$ cat config.mk
export PLATFORM = sky130hd
export DESIGN_NAME = sdd_rate_ctrl
export DESIGN_NICKNAME = d
export VERILOG_FILES = /design/src/sdd_pkg.sv /design/src/sdd_word_buffer.sv /design/src/sdd_rate_ctrl.sv
export SDC_FILE = /design/constraint.sdc
export NUM_CORES = 2
export LEC_CHECK = 0
export BUFFER_PORTS_ARGS = -buffer_cell sky130_fd_sc_hd__buf_2
export CORE_UTILIZATION = 45
export DETAILED_ROUTE_END_ITERATION = 6
export PLACE_DENSITY = 0.61
export SETUP_SLACK_MARGIN = 0.02
export SYNTH_ARGS = -nofsm -noshare
export SYNTH_HDL_FRONTEND = slang
export SYNTH_HIERARCHICAL = 1
export SYNTH_SLANG_ARGS = --single-unit
$ cat constraint.sdc
create_clock -name clk -period 11.6 [get_ports clk]
set_input_delay 1.74 -clock clk [delete_from_list [all_inputs] [get_ports clk]]
set_output_delay 1.74 -clock clk [all_outputs]
set_load 0.03 [all_outputs]
$ cat src/sdd_pkg.sv
`default_nettype none

package sdd_pkg;

	// ----------------------------------------------------------------
	// Clock and timing
	// ----------------------------------------------------------------
	localparam int CLK_PERIOD_NS    = 50;
	localparam int MIN_DELAY_NS     = 100000;
	localparam int MIN_DELAY_CYC    = (MIN_DELAY_NS + CLK_PERIOD_NS - 1) / CLK_PERIOD_NS;
	localparam int PGA_SETTLE_NS    = 4000000;
	localparam int PGA_SETTLE_CYC   = PGA_SETTLE_NS / CLK_PERIOD_NS;
	localparam int TIMER_STEP_NS    = 4000000;
	localparam int TIMER_STEP_CYC   = TIMER_STEP_NS / CLK_PERIOD_NS;
	localparam int DETECT_MIN_HZ    = 300000;
	localparam int DETECT_WIN_CYC   = 4096;
	localparam int DETECT_THRESH    = (DETECT_MIN_HZ / 1000) * DETECT_WIN_CYC * CLK_PERIOD_NS
		/ 1000000 + 1;
	localparam int INT_OSC_DIV      = 4;
	localparam int MOD_DIV          = 16;
	localparam int SETTLE_WORDS     = 4;

	// ----------------------------------------------------------------
	// Filter layout
	// ----------------------------------------------------------------
	localparam int ACC_W            = 72;
	localparam int RATIO_W          = 17;
	localparam int WORD_W           = 24;
	localparam int RATE_W           = 5;
	localparam logic [RATE_W-1:0] RATE_LAST = 5'h13;

	// Decimation ratios at a 307.2 kHz modulator rate, indexed by rate code
	localparam logic [RATIO_W-1:0] RATIO_TABLE [0:19] = '{
		17'h1e000, 17'h0f000, 17'h07800, 17'h03c00, 17'h01e00,
		17'h00f00, 17'h00780, 17'h003c0, 17'h001e0, 17'h000f0,
		17'h00078, 17'h00c00, 17'h00600, 17'h00300, 17'h00180,
		17'h000c0, 17'h00060, 17'h00133, 17'h0009a, 17'h0004d};

	// ----------------------------------------------------------------
	// Input selection
	// ----------------------------------------------------------------
	localparam logic [2:0] CH_SUPPLY_MON = 3'h4;
	localparam logic [2:0] CH_TEMP       = 3'h5;
	localparam logic [2:0] GAIN_UNITY    = 3'h0;

	typedef enum logic [3:0] {
		SDD_ST_PGA   = 4'b0001,
		SDD_ST_TIMER = 4'b0010,
		SDD_ST_MIN   = 4'b0100,
		SDD_ST_RUN   = 4'b1000
	} sdd_state_e;

endpackage

`default_nettype wire

$ cat src/sdd_word_buffer.sv
`default_nettype none

module sdd_word_buffer #(
	parameter int WIDTH = 24,
	parameter int DEPTH = 2
) (
	input  wire logic             clk,
	input  wire logic             arst_n,
	input  wire logic [WIDTH-1:0] inData,
	input  wire logic             inValid,
	output logic                  inReady,
	output logic      [WIDTH-1:0] outData,
	output logic                  outValid,
	input  wire logic             outReady
);

	localparam int PTR_W = $clog2(DEPTH);

	logic [WIDTH-1:0] mem_q [DEPTH];
	logic [PTR_W-1:0] wrPtr_q;
	logic [PTR_W-1:0] rdPtr_q;
	logic [PTR_W:0]   count_q;
	wire              doWrite = inValid && inReady;
	wire              doRead  = outValid && outReady;

	// Flags from occupancy
	assign inReady  = (count_q != (PTR_W+1)'(DEPTH));
	assign outValid = (count_q != '0);
	assign outData  = mem_q[rdPtr_q];

	// Storage and pointers
	always_ff @(posedge clk or negedge arst_n) begin
		if (!arst_n) begin
			wrPtr_q <= '0;
			rdPtr_q <= '0;
			count_q <= '0;
			for (int i = 0; i < DEPTH; i++) begin
				mem_q[i] <= '0;
			end
		end else begin
			if (doWrite) begin
				mem_q[wrPtr_q] <= inData;
				wrPtr_q        <= (wrPtr_q == PTR_W'(DEPTH - 1)) ? '0 : wrPtr_q + 1'b1;
			end
			if (doRead) begin
				rdPtr_q <= (rdPtr_q == PTR_W'(DEPTH - 1)) ? '0 : rdPtr_q + 1'b1;
			end
			count_q <= count_q + (PTR_W+1)'(doWrite) - (PTR_W+1)'(doRead);
		end
	end

endmodule // sdd_word_buffer

`default_nettype wire

$ cat src/sdd_rate_ctrl.sv
// What this block does
// - Sinc4 filter with programmable decimation ratio
// - Codes 00..0A give 2.5 to 2560 Sps
// - Codes 0B..13 give remaining listed rates
// - Word rate scales with converter clock
// - Channel write resets modulator and filter
// - First word after channel change waits four periods
// - Gain change also waits four periods
// - Ready output low when word available
// - Clock above 300 kHz selects external clock
// - Seven amplifying gains 2x to 128x
// - Unity gain bypasses the amplifier
// - Differential channels plus supply and temperature
// - Word shifted out 24-bit MSB first
// - Minimum 100 us delay after channel change
`default_nettype none

module sdd_rate_ctrl #(
	parameter int PGA_SETTLE_CYC = sdd_pkg::PGA_SETTLE_CYC,
	parameter int TIMER_STEP_CYC = sdd_pkg::TIMER_STEP_CYC
) (
	input  wire logic                       clk,
	input  wire logic                       arst_n,
	input  wire logic [sdd_pkg::RATE_W-1:0] word_rate_select,
	input  wire logic [2:0]                 channelSel,
	input  wire logic [2:0]                 gainSel,
	input  wire logic [7:0]                 delayTimer,
	input  wire logic                       crystal_or_clock_in,
	input  wire logic                       modBit,
	input  wire logic                       serialClkIn,
	output logic                            serial_out_ready_n,
	output logic                            modTick,
	output logic                            modReset,
	output logic [2:0]                      muxSelect,
	output logic [2:0]                      gain_amplifier,
	output logic                            ampBypass,
	output logic                            intOscEnable,
	output logic                            extClockSelected
);

	localparam int AW = sdd_pkg::ACC_W;
	localparam int RW = sdd_pkg::RATIO_W;
	localparam int WW = sdd_pkg::WORD_W;

	// ----------------------------------------------------------------
	// Helper functions
	// ----------------------------------------------------------------
	// Rate code to decimation ratio, illegal codes fall back to code 00
	function automatic logic [RW-1:0] ratioOf(input logic [sdd_pkg::RATE_W-1:0] code);
		ratioOf = (code <= sdd_pkg::RATE_LAST) ? sdd_pkg::RATIO_TABLE[code]
			: sdd_pkg::RATIO_TABLE[0];
	endfunction

	// Smallest n with 2**n >= r
	function automatic int log2Ceil(input logic [RW-1:0] r);
		int n;
		n = 0;
		for (int i = 0; i < RW; i++) begin
			if ((RW+1)'(1) << i < (RW+1)'(r)) begin
				n = i + 1;
			end
		end
		log2Ceil = n;
	endfunction

	// ----------------------------------------------------------------
	// External clock sampling and detection
	// ----------------------------------------------------------------
	logic        extSync1_q, extSync2_q, extPrev_q;
	logic [12:0] winCnt_q;
	logic [12:0] edgeCnt_q;
	logic        detectDone_q;
	logic        extSel_q;
	wire         extRise = extSync2_q && !extPrev_q;

	// Two-stage synchroniser, edge detect on second stage only
	always_ff @(posedge clk or negedge arst_n) begin
		if (!arst_n) begin
			extSync1_q <= 1'b0;
			extSync2_q <= 1'b0;
			extPrev_q  <= 1'b0;
		end else begin
			extSync1_q <= crystal_or_clock_in;
			extSync2_q <= extSync1_q;
			extPrev_q  <= extSync2_q;
		end
	end

	always_ff @(posedge clk or negedge arst_n) begin
		if (!arst_n) begin
			winCnt_q     <= '0;
			edgeCnt_q    <= '0;
			detectDone_q <= 1'b0;
			extSel_q     <= 1'b0;
		end else if (!detectDone_q) begin
			winCnt_q  <= winCnt_q + 1'b1;
			edgeCnt_q <= edgeCnt_q + 13'(extRise);
			if (winCnt_q == 13'(sdd_pkg::DETECT_WIN_CYC - 1)) begin
				detectDone_q <= 1'b1;
				extSel_q     <= (edgeCnt_q >= 13'(sdd_pkg::DETECT_THRESH));
			end
		end
	end

	assign extClockSelected = extSel_q;
	assign intOscEnable     = !extSel_q;

	// ----------------------------------------------------------------
	// Converter and modulator tick dividers
	// ----------------------------------------------------------------
	logic [2:0] oscCnt_q;
	logic [3:0] modCnt_q;
	wire        oscTick = (oscCnt_q == 3'(sdd_pkg::INT_OSC_DIV - 1));
	wire        convTick = detectDone_q && (extSel_q ? extRise : oscTick);
	wire        modTickW = convTick && (modCnt_q == 4'(sdd_pkg::MOD_DIV - 1));

	// Dividers
	always_ff @(posedge clk or negedge arst_n) begin
		if (!arst_n) begin
			oscCnt_q <= '0;
			modCnt_q <= '0;
		end else begin
			oscCnt_q <= oscTick ? '0 : oscCnt_q + 1'b1;
			if (convTick) begin
				modCnt_q <= modCnt_q + 1'b1;
			end
		end
	end

	assign modTick = modTickW;

	// ----------------------------------------------------------------
	// Input selection and change detection
	// ----------------------------------------------------------------
	logic [2:0] chanSeen_q, gainSeen_q;
	wire        chanChanged = (channelSel != chanSeen_q);
	wire        gainChanged = (gainSel != gainSeen_q);
	wire        internalSel = (channelSel == sdd_pkg::CH_SUPPLY_MON)
		|| (channelSel == sdd_pkg::CH_TEMP);

	assign muxSelect      = channelSel;
	assign gain_amplifier = internalSel ? sdd_pkg::GAIN_UNITY : gainSel;
	assign ampBypass      = (gain_amplifier == sdd_pkg::GAIN_UNITY);

	// ----------------------------------------------------------------
	// Settling sequencer
	// ----------------------------------------------------------------
	sdd_pkg::sdd_state_e state_q;
	logic [16:0]         delayCnt_q;
	logic [7:0]          stepsLeft_q;
	logic [2:0]          wordsSeen_q;
	wire                 restart = chanChanged || gainChanged;
	wire                 delayEnd;
	logic                decTick;

	assign delayEnd = (state_q == sdd_pkg::SDD_ST_PGA)
		? (delayCnt_q == 17'(PGA_SETTLE_CYC - 1))
		: (state_q == sdd_pkg::SDD_ST_TIMER)
		? (delayCnt_q == 17'(TIMER_STEP_CYC - 1))
		: (delayCnt_q == 17'(sdd_pkg::MIN_DELAY_CYC - 1));

	// restart on channel or gain write
	always_ff @(posedge clk or negedge arst_n) begin
		if (!arst_n) begin
			chanSeen_q  <= '0;
			gainSeen_q  <= '0;
			state_q     <= sdd_pkg::SDD_ST_PGA;
			delayCnt_q  <= '0;
			stepsLeft_q <= '0;
			wordsSeen_q <= '0;
		end else if (restart) begin
			chanSeen_q  <= channelSel;
			gainSeen_q  <= gainSel;
			state_q     <= sdd_pkg::SDD_ST_PGA;
			delayCnt_q  <= '0;
			wordsSeen_q <= '0;
		end else begin
			delayCnt_q <= (delayEnd || state_q == sdd_pkg::SDD_ST_RUN) ? '0
				: delayCnt_q + 1'b1;
			unique case (state_q)
				sdd_pkg::SDD_ST_PGA: begin
					stepsLeft_q <= delayTimer;
					if (delayEnd) begin
						state_q <= (delayTimer == '0) ? sdd_pkg::SDD_ST_MIN
							: sdd_pkg::SDD_ST_TIMER;
					end
				end
				sdd_pkg::SDD_ST_TIMER: begin
					if (delayEnd) begin
						stepsLeft_q <= stepsLeft_q - 1'b1;
						if (stepsLeft_q == 8'h01) begin
							state_q <= sdd_pkg::SDD_ST_MIN;
						end
					end
				end
				sdd_pkg::SDD_ST_MIN: begin
					if (delayEnd) begin
						state_q <= sdd_pkg::SDD_ST_RUN;
					end
				end
				sdd_pkg::SDD_ST_RUN: begin
					if (decTick && wordsSeen_q != 3'(sdd_pkg::SETTLE_WORDS)) begin
						wordsSeen_q <= wordsSeen_q + 1'b1;
					end
				end
			endcase
		end
	end

	wire running = (state_q == sdd_pkg::SDD_ST_RUN) && !restart;
	// modulator held in reset until conversion starts
	assign modReset = !running;

	// ----------------------------------------------------------------
	// Sinc4 decimation filter
	// ----------------------------------------------------------------
	logic signed [AW-1:0] integ_q [4];
	logic signed [AW-1:0] combDly_q [4];
	logic signed [AW-1:0] combOut [5];
	logic [RW-1:0]        decCnt_q;
	wire  [RW-1:0]        ratio   = ratioOf(word_rate_select);
	wire  signed [AW-1:0] sample  = modBit ? AW'(1) : -AW'(1);
	wire  [6:0]           shiftBy = 7'(4 * log2Ceil(ratio) - (WW - 1));
	wire  signed [AW-1:0] scaled  = combOut[4] >>> shiftBy;
	wire  signed [AW-1:0] posMax  = AW'((1 << (WW - 1)) - 1);
	wire  signed [AW-1:0] negMax  = -AW'(1 << (WW - 1));
	wire  [WW-1:0]        wordVal = (scaled > posMax) ? WW'(posMax)
		: (scaled < negMax) ? WW'(negMax) : scaled[WW-1:0];

	assign decTick    = running && modTickW && (decCnt_q == ratio - 1'b1);
	assign combOut[0] = integ_q[3];

	// comb chain, differences at word rate
	genvar g;
	generate
		for (g = 0; g < 4; g++) begin : gComb
			assign combOut[g+1] = combOut[g] - combDly_q[g];
		end
	endgenerate

	always_ff @(posedge clk or negedge arst_n) begin
		if (!arst_n) begin
			decCnt_q <= '0;
			for (int i = 0; i < 4; i++) begin
				integ_q[i]   <= '0;
				combDly_q[i] <= '0;
			end
		end else if (!running) begin
			decCnt_q <= '0;
			for (int i = 0; i < 4; i++) begin
				integ_q[i]   <= '0;
				combDly_q[i] <= '0;
			end
		end else if (modTickW) begin
			decCnt_q   <= decTick ? '0 : decCnt_q + 1'b1;
			integ_q[0] <= integ_q[0] + sample;
			for (int i = 1; i < 4; i++) begin
				integ_q[i] <= integ_q[i] + integ_q[i-1];
			end
			if (decTick) begin
				for (int i = 0; i < 4; i++) begin
					combDly_q[i] <= combOut[i];
				end
			end
		end
	end

	// ----------------------------------------------------------------
	// Word capture, buffer and serial output
	// ----------------------------------------------------------------
	logic [WW-1:0] word_q;
	logic          wordValid_q;
	logic          bufReady, bufValid;
	logic [WW-1:0] bufData;
	logic [4:0]    bitsLeft_q;
	// Shifter free, buffer may hand over
	wire           shiftIdle = (bitsLeft_q == '0);
	wire           settledWord = decTick && (wordsSeen_q >= 3'(sdd_pkg::SETTLE_WORDS - 1));

	// Pending word, newest overwrites while buffer is full
	always_ff @(posedge clk or negedge arst_n) begin
		if (!arst_n) begin
			word_q      <= '0;
			wordValid_q <= 1'b0;
		end else if (settledWord) begin
			word_q      <= wordVal;
			wordValid_q <= 1'b1;
		end else if (bufReady || restart) begin
			wordValid_q <= 1'b0;
		end
	end

	sdd_word_buffer #(
		.WIDTH (WW),
		.DEPTH (2)
	) uBuffer (
		.clk      (clk),
		.arst_n   (arst_n),
		.inData   (word_q),
		.inValid  (wordValid_q),
		.inReady  (bufReady),
		.outData  (bufData),
		.outValid (bufValid),
		.outReady (shiftIdle)
	);

	logic          sclkSync1_q, sclkSync2_q, sclkPrev_q;
	logic [WW-1:0] shift_q;
	logic          outPin_q;
	wire           sclkRise  = sclkSync2_q && !sclkPrev_q;

	// serial shifter, MSB first on host clock rise
	always_ff @(posedge clk or negedge arst_n) begin
		if (!arst_n) begin
			sclkSync1_q <= 1'b0;
			sclkSync2_q <= 1'b0;
			sclkPrev_q  <= 1'b0;
			shift_q     <= '0;
			bitsLeft_q  <= '0;
			outPin_q    <= 1'b1;
		end else begin
			sclkSync1_q <= serialClkIn;
			sclkSync2_q <= sclkSync1_q;
			sclkPrev_q  <= sclkSync2_q;
			if (shiftIdle && bufValid) begin
				shift_q    <= bufData;
				bitsLeft_q <= 5'(WW);
				outPin_q   <= 1'b0;
			end else if (!shiftIdle && sclkRise) begin
				outPin_q   <= shift_q[WW-1];
				shift_q    <= {shift_q[WW-2:0], 1'b0};
				bitsLeft_q <= bitsLeft_q - 1'b1;
			end else if (shiftIdle) begin
				outPin_q <= 1'b1;
			end
		end
	end

	assign serial_out_ready_n = outPin_q;

endmodule // sdd_rate_ctrl

`default_nettype wire

# Word level (Yosys, flattened, before mapping)

Memories as Yosys holds them, arrays and structs flattened.
Index checks and enable logic that the tools add are counted.

Bits in registers: 779
Bits in read-only memories: 544
Input bits: 24
Logic and storage cells: 225
Memories: 1

Memory list:

| memory          | words | width | rd ports | clocked after Yosys merged registers in | write ports | RTL line            | source |
|---|---|---|---|---|---|---|---|
| (no name shown) | 32    | 17    | 1        | 0                                       | 0           | sdd_rate_ctrl.sv:50 | `ratioOf = (code <= sdd_pkg::RATE_LAST) ? sdd_pkg::RATIO_TABLE[code]` |

$add $sub $neg: 23
$lt $le $gt $ge: 26
Equal/unequal tests: 24
Shift-type cells: 1
Muxes and demuxes: 69
Bitwise gates (word level): 5
Reduce and logical (&&, ||, !) cells: 39

Operators by type and width:

| kind                                                                               | count |
|---|---|
| 288-bit two-way mux                                                                | 5 |
| 72-bit adder                                                                       | 4 |
| 72-bit subtractor                                                                  | 4 |
| 24-bit two-way mux                                                                 | 8 |
| 17-bit two-way mux                                                                 | 8 |
| 5-bit two-way mux                                                                  | 18 |
| 72-bit by 24-bit greater-than comparator with 1-bit output (second input constant) | 1 |
| 72-bit by 24-bit less-than comparator with 1-bit output (second input constant)    | 1 |
| 72-bit two-way mux                                                                 | 1 |
| 72-bit by 7-bit >>> shifter with 72-bit output                                     | 1 |
| 48-bit bitwise mux                                                                 | 1 |
| 17-bit by 1-bit adder with 17-bit output (second input constant)                   | 2 |
| 24-bit demux with 1-bit select                                                     | 1 |
| 4-bit two-way mux                                                                  | 5 |
| 3-bit two-way mux                                                                  | 6 |
| 17-bit by 11-bit == test with 1-bit output (second input constant)                 | 1 |
| 17-bit == test                                                                     | 1 |
| 17-bit == test (second input constant)                                             | 1 |
| 1-bit by 17-bit less-than comparator with 1-bit output (first input constant)      | 1 |
| 10-bit by 17-bit less-than comparator with 1-bit output (first input constant)     | 1 |
| 11-bit by 17-bit less-than comparator with 1-bit output (first input constant)     | 1 |
| 12-bit by 17-bit less-than comparator with 1-bit output (first input constant)     | 1 |
| 13-bit by 17-bit less-than comparator with 1-bit output (first input constant)     | 1 |
| 14-bit by 17-bit less-than comparator with 1-bit output (first input constant)     | 1 |
| other kinds (59)                                                                   | 112 |

# Depth between registers and ports, before layout

Word-level depth: 28
Gate-level depth with buffers: 76
Depth with buffers taken out: 73

# Modules after synthesis

The synthesis kept the hierarchy.

Modules (own cells, without submodules):

| module          | instances | cells each | area each (µm²) |
|---|---|---|---|
| sdd_rate_ctrl   | 1         | 7798       | 62623.8 |
| sdd_word_buffer | 1         | 146        | 2492.4 |

# Worst setup path after synthesis

OpenSTA, ideal clock, no wires.

Path kind: register -> register
Start: register integ_q (netlist bit combOut[290])
End: register word_q[2]
Library setup time: 0.080 ns
Arrival time: 12.383 ns
Required time: 11.520 ns
Setup slack: -0.863 ns
Cell stages (with the launch flop): 72
Path buffers: 1
Cells stage by stage: dfrtp_1 ha_1 nor2b_1 o21a_1 o21ai_0 nand2_1 a21o_1 and2_1 o21ai_0 nand2b_1 and2_1 o21ai_0 a21oi_1 ha_1 a211oi_1 o21bai_1 a21o_1 a21oi_1 (+36 left out) o21bai_1 a221o_1 a21oi_1 inv_1 nand2_1 and3_1 o21ai_0 o211ai_1 mux2i_1 a221o_1 a221oi_1 o311ai_0 or4_1 or4_1 o21ai_2 a21boi_2 buf_6 nor3_2

Word-level cells in the longest chain between the ends: 8

Ends and longest elaborated chain:

| element                                                 | RTL line             | source |
|---|---|---|
| from (decl)                                             | sdd_rate_ctrl.sv:217 | `logic signed [AW-1:0] integ_q [4];` |
| from (signal, indexed assignment)                       | sdd_rate_ctrl.sv:258 | `integ_q[i] <= integ_q[i] + integ_q[i-1];` |
| 72-bit subtractor * (4 in a row)                        | sdd_rate_ctrl.sv:237 | `assign combOut[g+1] = combOut[g] - combDly_q[g];` |
| 72-bit by 7-bit >>> shifter with 72-bit output *        | sdd_rate_ctrl.sv:224 | `wire signed [AW-1:0] scaled = combOut[4] >>> shiftBy;` |
| 72-bit by 24-bit less-than comparator with 1-bit output | sdd_rate_ctrl.sv:228 | `: (scaled < negMax) ? WW'(negMax) : scaled[WW-1:0];` |
| 24-bit two-way mux                                      | sdd_rate_ctrl.sv:228 |  |
| 24-bit two-way mux *                                    | sdd_rate_ctrl.sv:227 | `wire [WW-1:0] wordVal = (scaled > posMax) ? WW'(posMax)` |
| to (signal assigned)                                    | sdd_rate_ctrl.sv:286 | `word_q <= wordVal;` |
| to (decl)                                               | sdd_rate_ctrl.sv:271 | `logic [WW-1:0] word_q;` |

Every way passes the cells marked *; elsewhere a longest branch is shown, timed or not.
A chain may end at the register's enable or synchronous reset.

# Worst setup path in the final report

Start: register combDly_q[216] in the netlist's numbering
End: register word_q[7]

Word-level cells in the longest chain between the ends: 8

Ends and longest elaborated chain:

| element                                                 | RTL line             | source |
|---|---|---|
| from (decl)                                             | sdd_rate_ctrl.sv:218 | `logic signed [AW-1:0] combDly_q [4];` |
| from (signal, indexed assignment)                       | sdd_rate_ctrl.sv:262 | `combDly_q[i] <= combOut[i];` |
| 72-bit subtractor * (4 in a row)                        | sdd_rate_ctrl.sv:237 |  |
| 72-bit by 7-bit >>> shifter with 72-bit output *        | sdd_rate_ctrl.sv:224 |  |
| 72-bit by 24-bit less-than comparator with 1-bit output | sdd_rate_ctrl.sv:228 |  |
| 24-bit two-way mux                                      | sdd_rate_ctrl.sv:228 |  |
| 24-bit two-way mux *                                    | sdd_rate_ctrl.sv:227 |  |

Marks and branches as above.

==> metrics.yaml <==
die:
  die_w_um: 382
  core-area_um2: 144000
  dieHeight_um: 382
  io_pins: 36
  fp-row-count: 139
  die_area_um2: 146000
  start_util: 0.453
timing:
  rsz0062_at_grt: "yes"
  slew_violations: 0
  fin_skew_ns: 0.0462
  period_share: 1.09
  fmax_mhz: 79.3
  finalSetupViolCount: 23
  min_period_ns: 12.61
  worst_slew_pin_slew_ns: 1.21
  hold_violations: 0
  slew_headroom: 0.195
  fin_ws_ns: -1.01
global_routing:
  grt_max_degree: 192
  track_usage: 0.235
  grt-ovfl-total: 0
  first_global_vias: 56500
  grt_pass1_wl_um: 288000
  grt_antenna_before_repair: 1
final_layout:
  diodes: 0
  fillers: 13500
  final_cell_area_um2: 77900
  drive_gt1_frac: 0.169
  layout_commonest_cell: "nand2_1"
  area_growth_pct: 19.6
  fin_nets: 9346
  final_cell_mix: "nand2_1, buf_4, a21oi_1, dfrtp_1, ha_1"
clock_network:
  clockBufferDepth: 3
  clk_pin_slew_ns: 0.07
  clk_latency_ns: 0.72
  cts_tree: "built"
  cts_root_buf: "clkbuf_16"
  cts.sinks: 779
  cts_inserted_buffers: 93
  cts_htree_levels: 3
  hold_buffers: 0
pwr:
  p_per_area_nw_per_um2: 85.2
  ir_drop_mv: 0.109
  report.power.total_mw: 6.64
  p_leak_nw: 38.3
critical_path:
  worst-path-max-fanout: 9
  path_common_cell: "a21oi_2"
  worstSetupPathType: "reg2reg"
  endpoint_kind: "flip-flop"
  slowest_delay_ns: 0.54
  cp.arrival_ns: 13.25
  crit_path_start_kind: "flip-flop"
  cp_slowest_cell: "or4_4"
  cp.required_ns: 12.24
placement:
  gp_congestion: 0.951
  dpl_cell_area_um2: 73500
  io_buffer_count: 35
  hpwl_um: 129000
  dpl_worst_slack_ns: -1.48
detailed_routing:
  drc: 10
  first_pass_iters: 7
  via_per_inst: 5.43
  ant_nets: 0
  vias: 58000
  drt_iter0_drc: 3211
  routedWlPerCell_um: 16.2
  wl_um: 174000
outcome:
  violations: "design-rule violations, negative setup slack"
  status: "complete, but fails checks"
logic_synthesis:
  syn_area_um2: 65100
  synthDistinctLibCells: 103
  synthFlopType: "dfrtp_1"
  syn-num-nets: 8569
  yosys.area.top_type: "dfrtp_1"
  ys_ff_latch: 779
  syn_inst: 7944
  synth_top_area_frac: 0.299
  synthArstFlopShare: 1.00
  yosys_warnings: 6
  ys_seq_area_frac: 0.299
  synth_area_leaders: "dfrtp_1, ha_1, a21oi_1"
  synth_area_per_cell_um2: 8.20
  synth_edf_count: 0
worst_hold_path:
  min_path_type: "reg2reg"
flow_run:
  max_cap_violations: 0
state kept, by name, indices dropped and copies added, names as in the netlist, 17 cells and up:
| name | cells |
|---|---|
| combDly_q | 288 |
| integ_q | 216 |
| combOut | 72 |
| uBuffer/mem_q | 48 |
| shift_q | 24 |
| word_q | 24 |
| decCnt_q | 17 |
| delayCnt_q | 17 |
critical path, delay by kind of cell (launching register included):
| kind | cells | cell delay [ns] |
|---|---|---|
| fa+ha+maj | 5 | 1.44 |
| xor+xnor | 5 | 0.89 |
| buf+inv | 5 | 0.63 |
| compound gates | 42 | 6.93 |
| flops | 1 | 0.40 |
| simple gates | 12 | 2.26 |
repair_timing:
action	in CTS	in global routing
hold endpoints to repair	0	0
cloned	2	0
resized for setup	119	45
pin swaps	105	30
setup endpoints to repair	24	24
setup buffers	40	21
Yosys cell counts, drive strengths merged, types with 95 or more instances:
cell type and number:
nor3 236, o21ai 412, nor2 550, nand2 966
xor2 219, clkbuf 274, nor2b 107, o21bai 110
dfrtp 777, o31ai 192, inv 465, a21o 449
xnor2 374, ha 593, nand3 186, a21oi 812
nand2b 112, mux2 95
layer usage:
layer	vias to the layer above	routed length, um	part of all wire	track usage
li1	29900	-	-	-
met1	27000	83400	0.48	0.318
met2	849	78900	0.45	0.390
met3	268	5430	0.031	0.0243
met4	0	5960	0.034	0.0809
met5	-	0	0	0
through the flow:
step,TNS (ns),utilization,std cells,hold WS [ns]
floorplan,-6.48,-,7944,0.331
global placement,-31.99,0.512,10500,0.333
detailed placement,-33.10,0.512,10500,0.337
CTS,-19.76,0.539,10700,0.351
global route,-40.94,0.542,10700,0.358
finish,-22.18,0.542,10700,0.348
report_power, final:
group	switching (mW)	internal, mW
clock	1.22	1.72
combinational	0.573	0.320
sequential	0.0497	2.76
cell families (layout without fill, tap and decap cells):
family          count (synthesis)  count (layout)  synth area share
xor+xnor                      594             594            0.0804
mux                           178             178            0.0326
simple gates                 2514            2514             0.179
compound gates               2483            2483             0.244
fa+ha+maj                     601             601             0.116
flops                         779             779             0.299
buf+inv                       795            1642            0.0480
area by class of cell:
type | count | area, um^2 | area share
flip-flops and latches | 779 | 19500 | 0.250
clock buffers | 130 | 2690 | 0.0345
multi-input cells | 6370 | 43500 | 0.558
well taps | 1903 | 2380 | 0.0306
inverters | 465 | 1770 | 0.0227
clock inverters | 35 | 358 | 0.00460
repair buffers | 1012 | 7720 | 0.0991
worst paths after layout:
kind	depth (start not counted)	start	to	slack (ns)
hold / removal	0	sclkSync1_q	sclkSync2_q	0.35
setup reg to reg	69	combDly_q[216]	word_q[7]	-1.01
max in group asynchronous	3	arst_n	integ_q[179]	8.26
hold reg to reg	0	sclkSync1_q	sclkSync2_q	0.35
setup / recovery	69	combDly_q[216]	word_q[7]	-1.01
min in group asynchronous	1	arst_n	gainSeen_q[2]	1.06
Power figures use the tool's default switching activity.
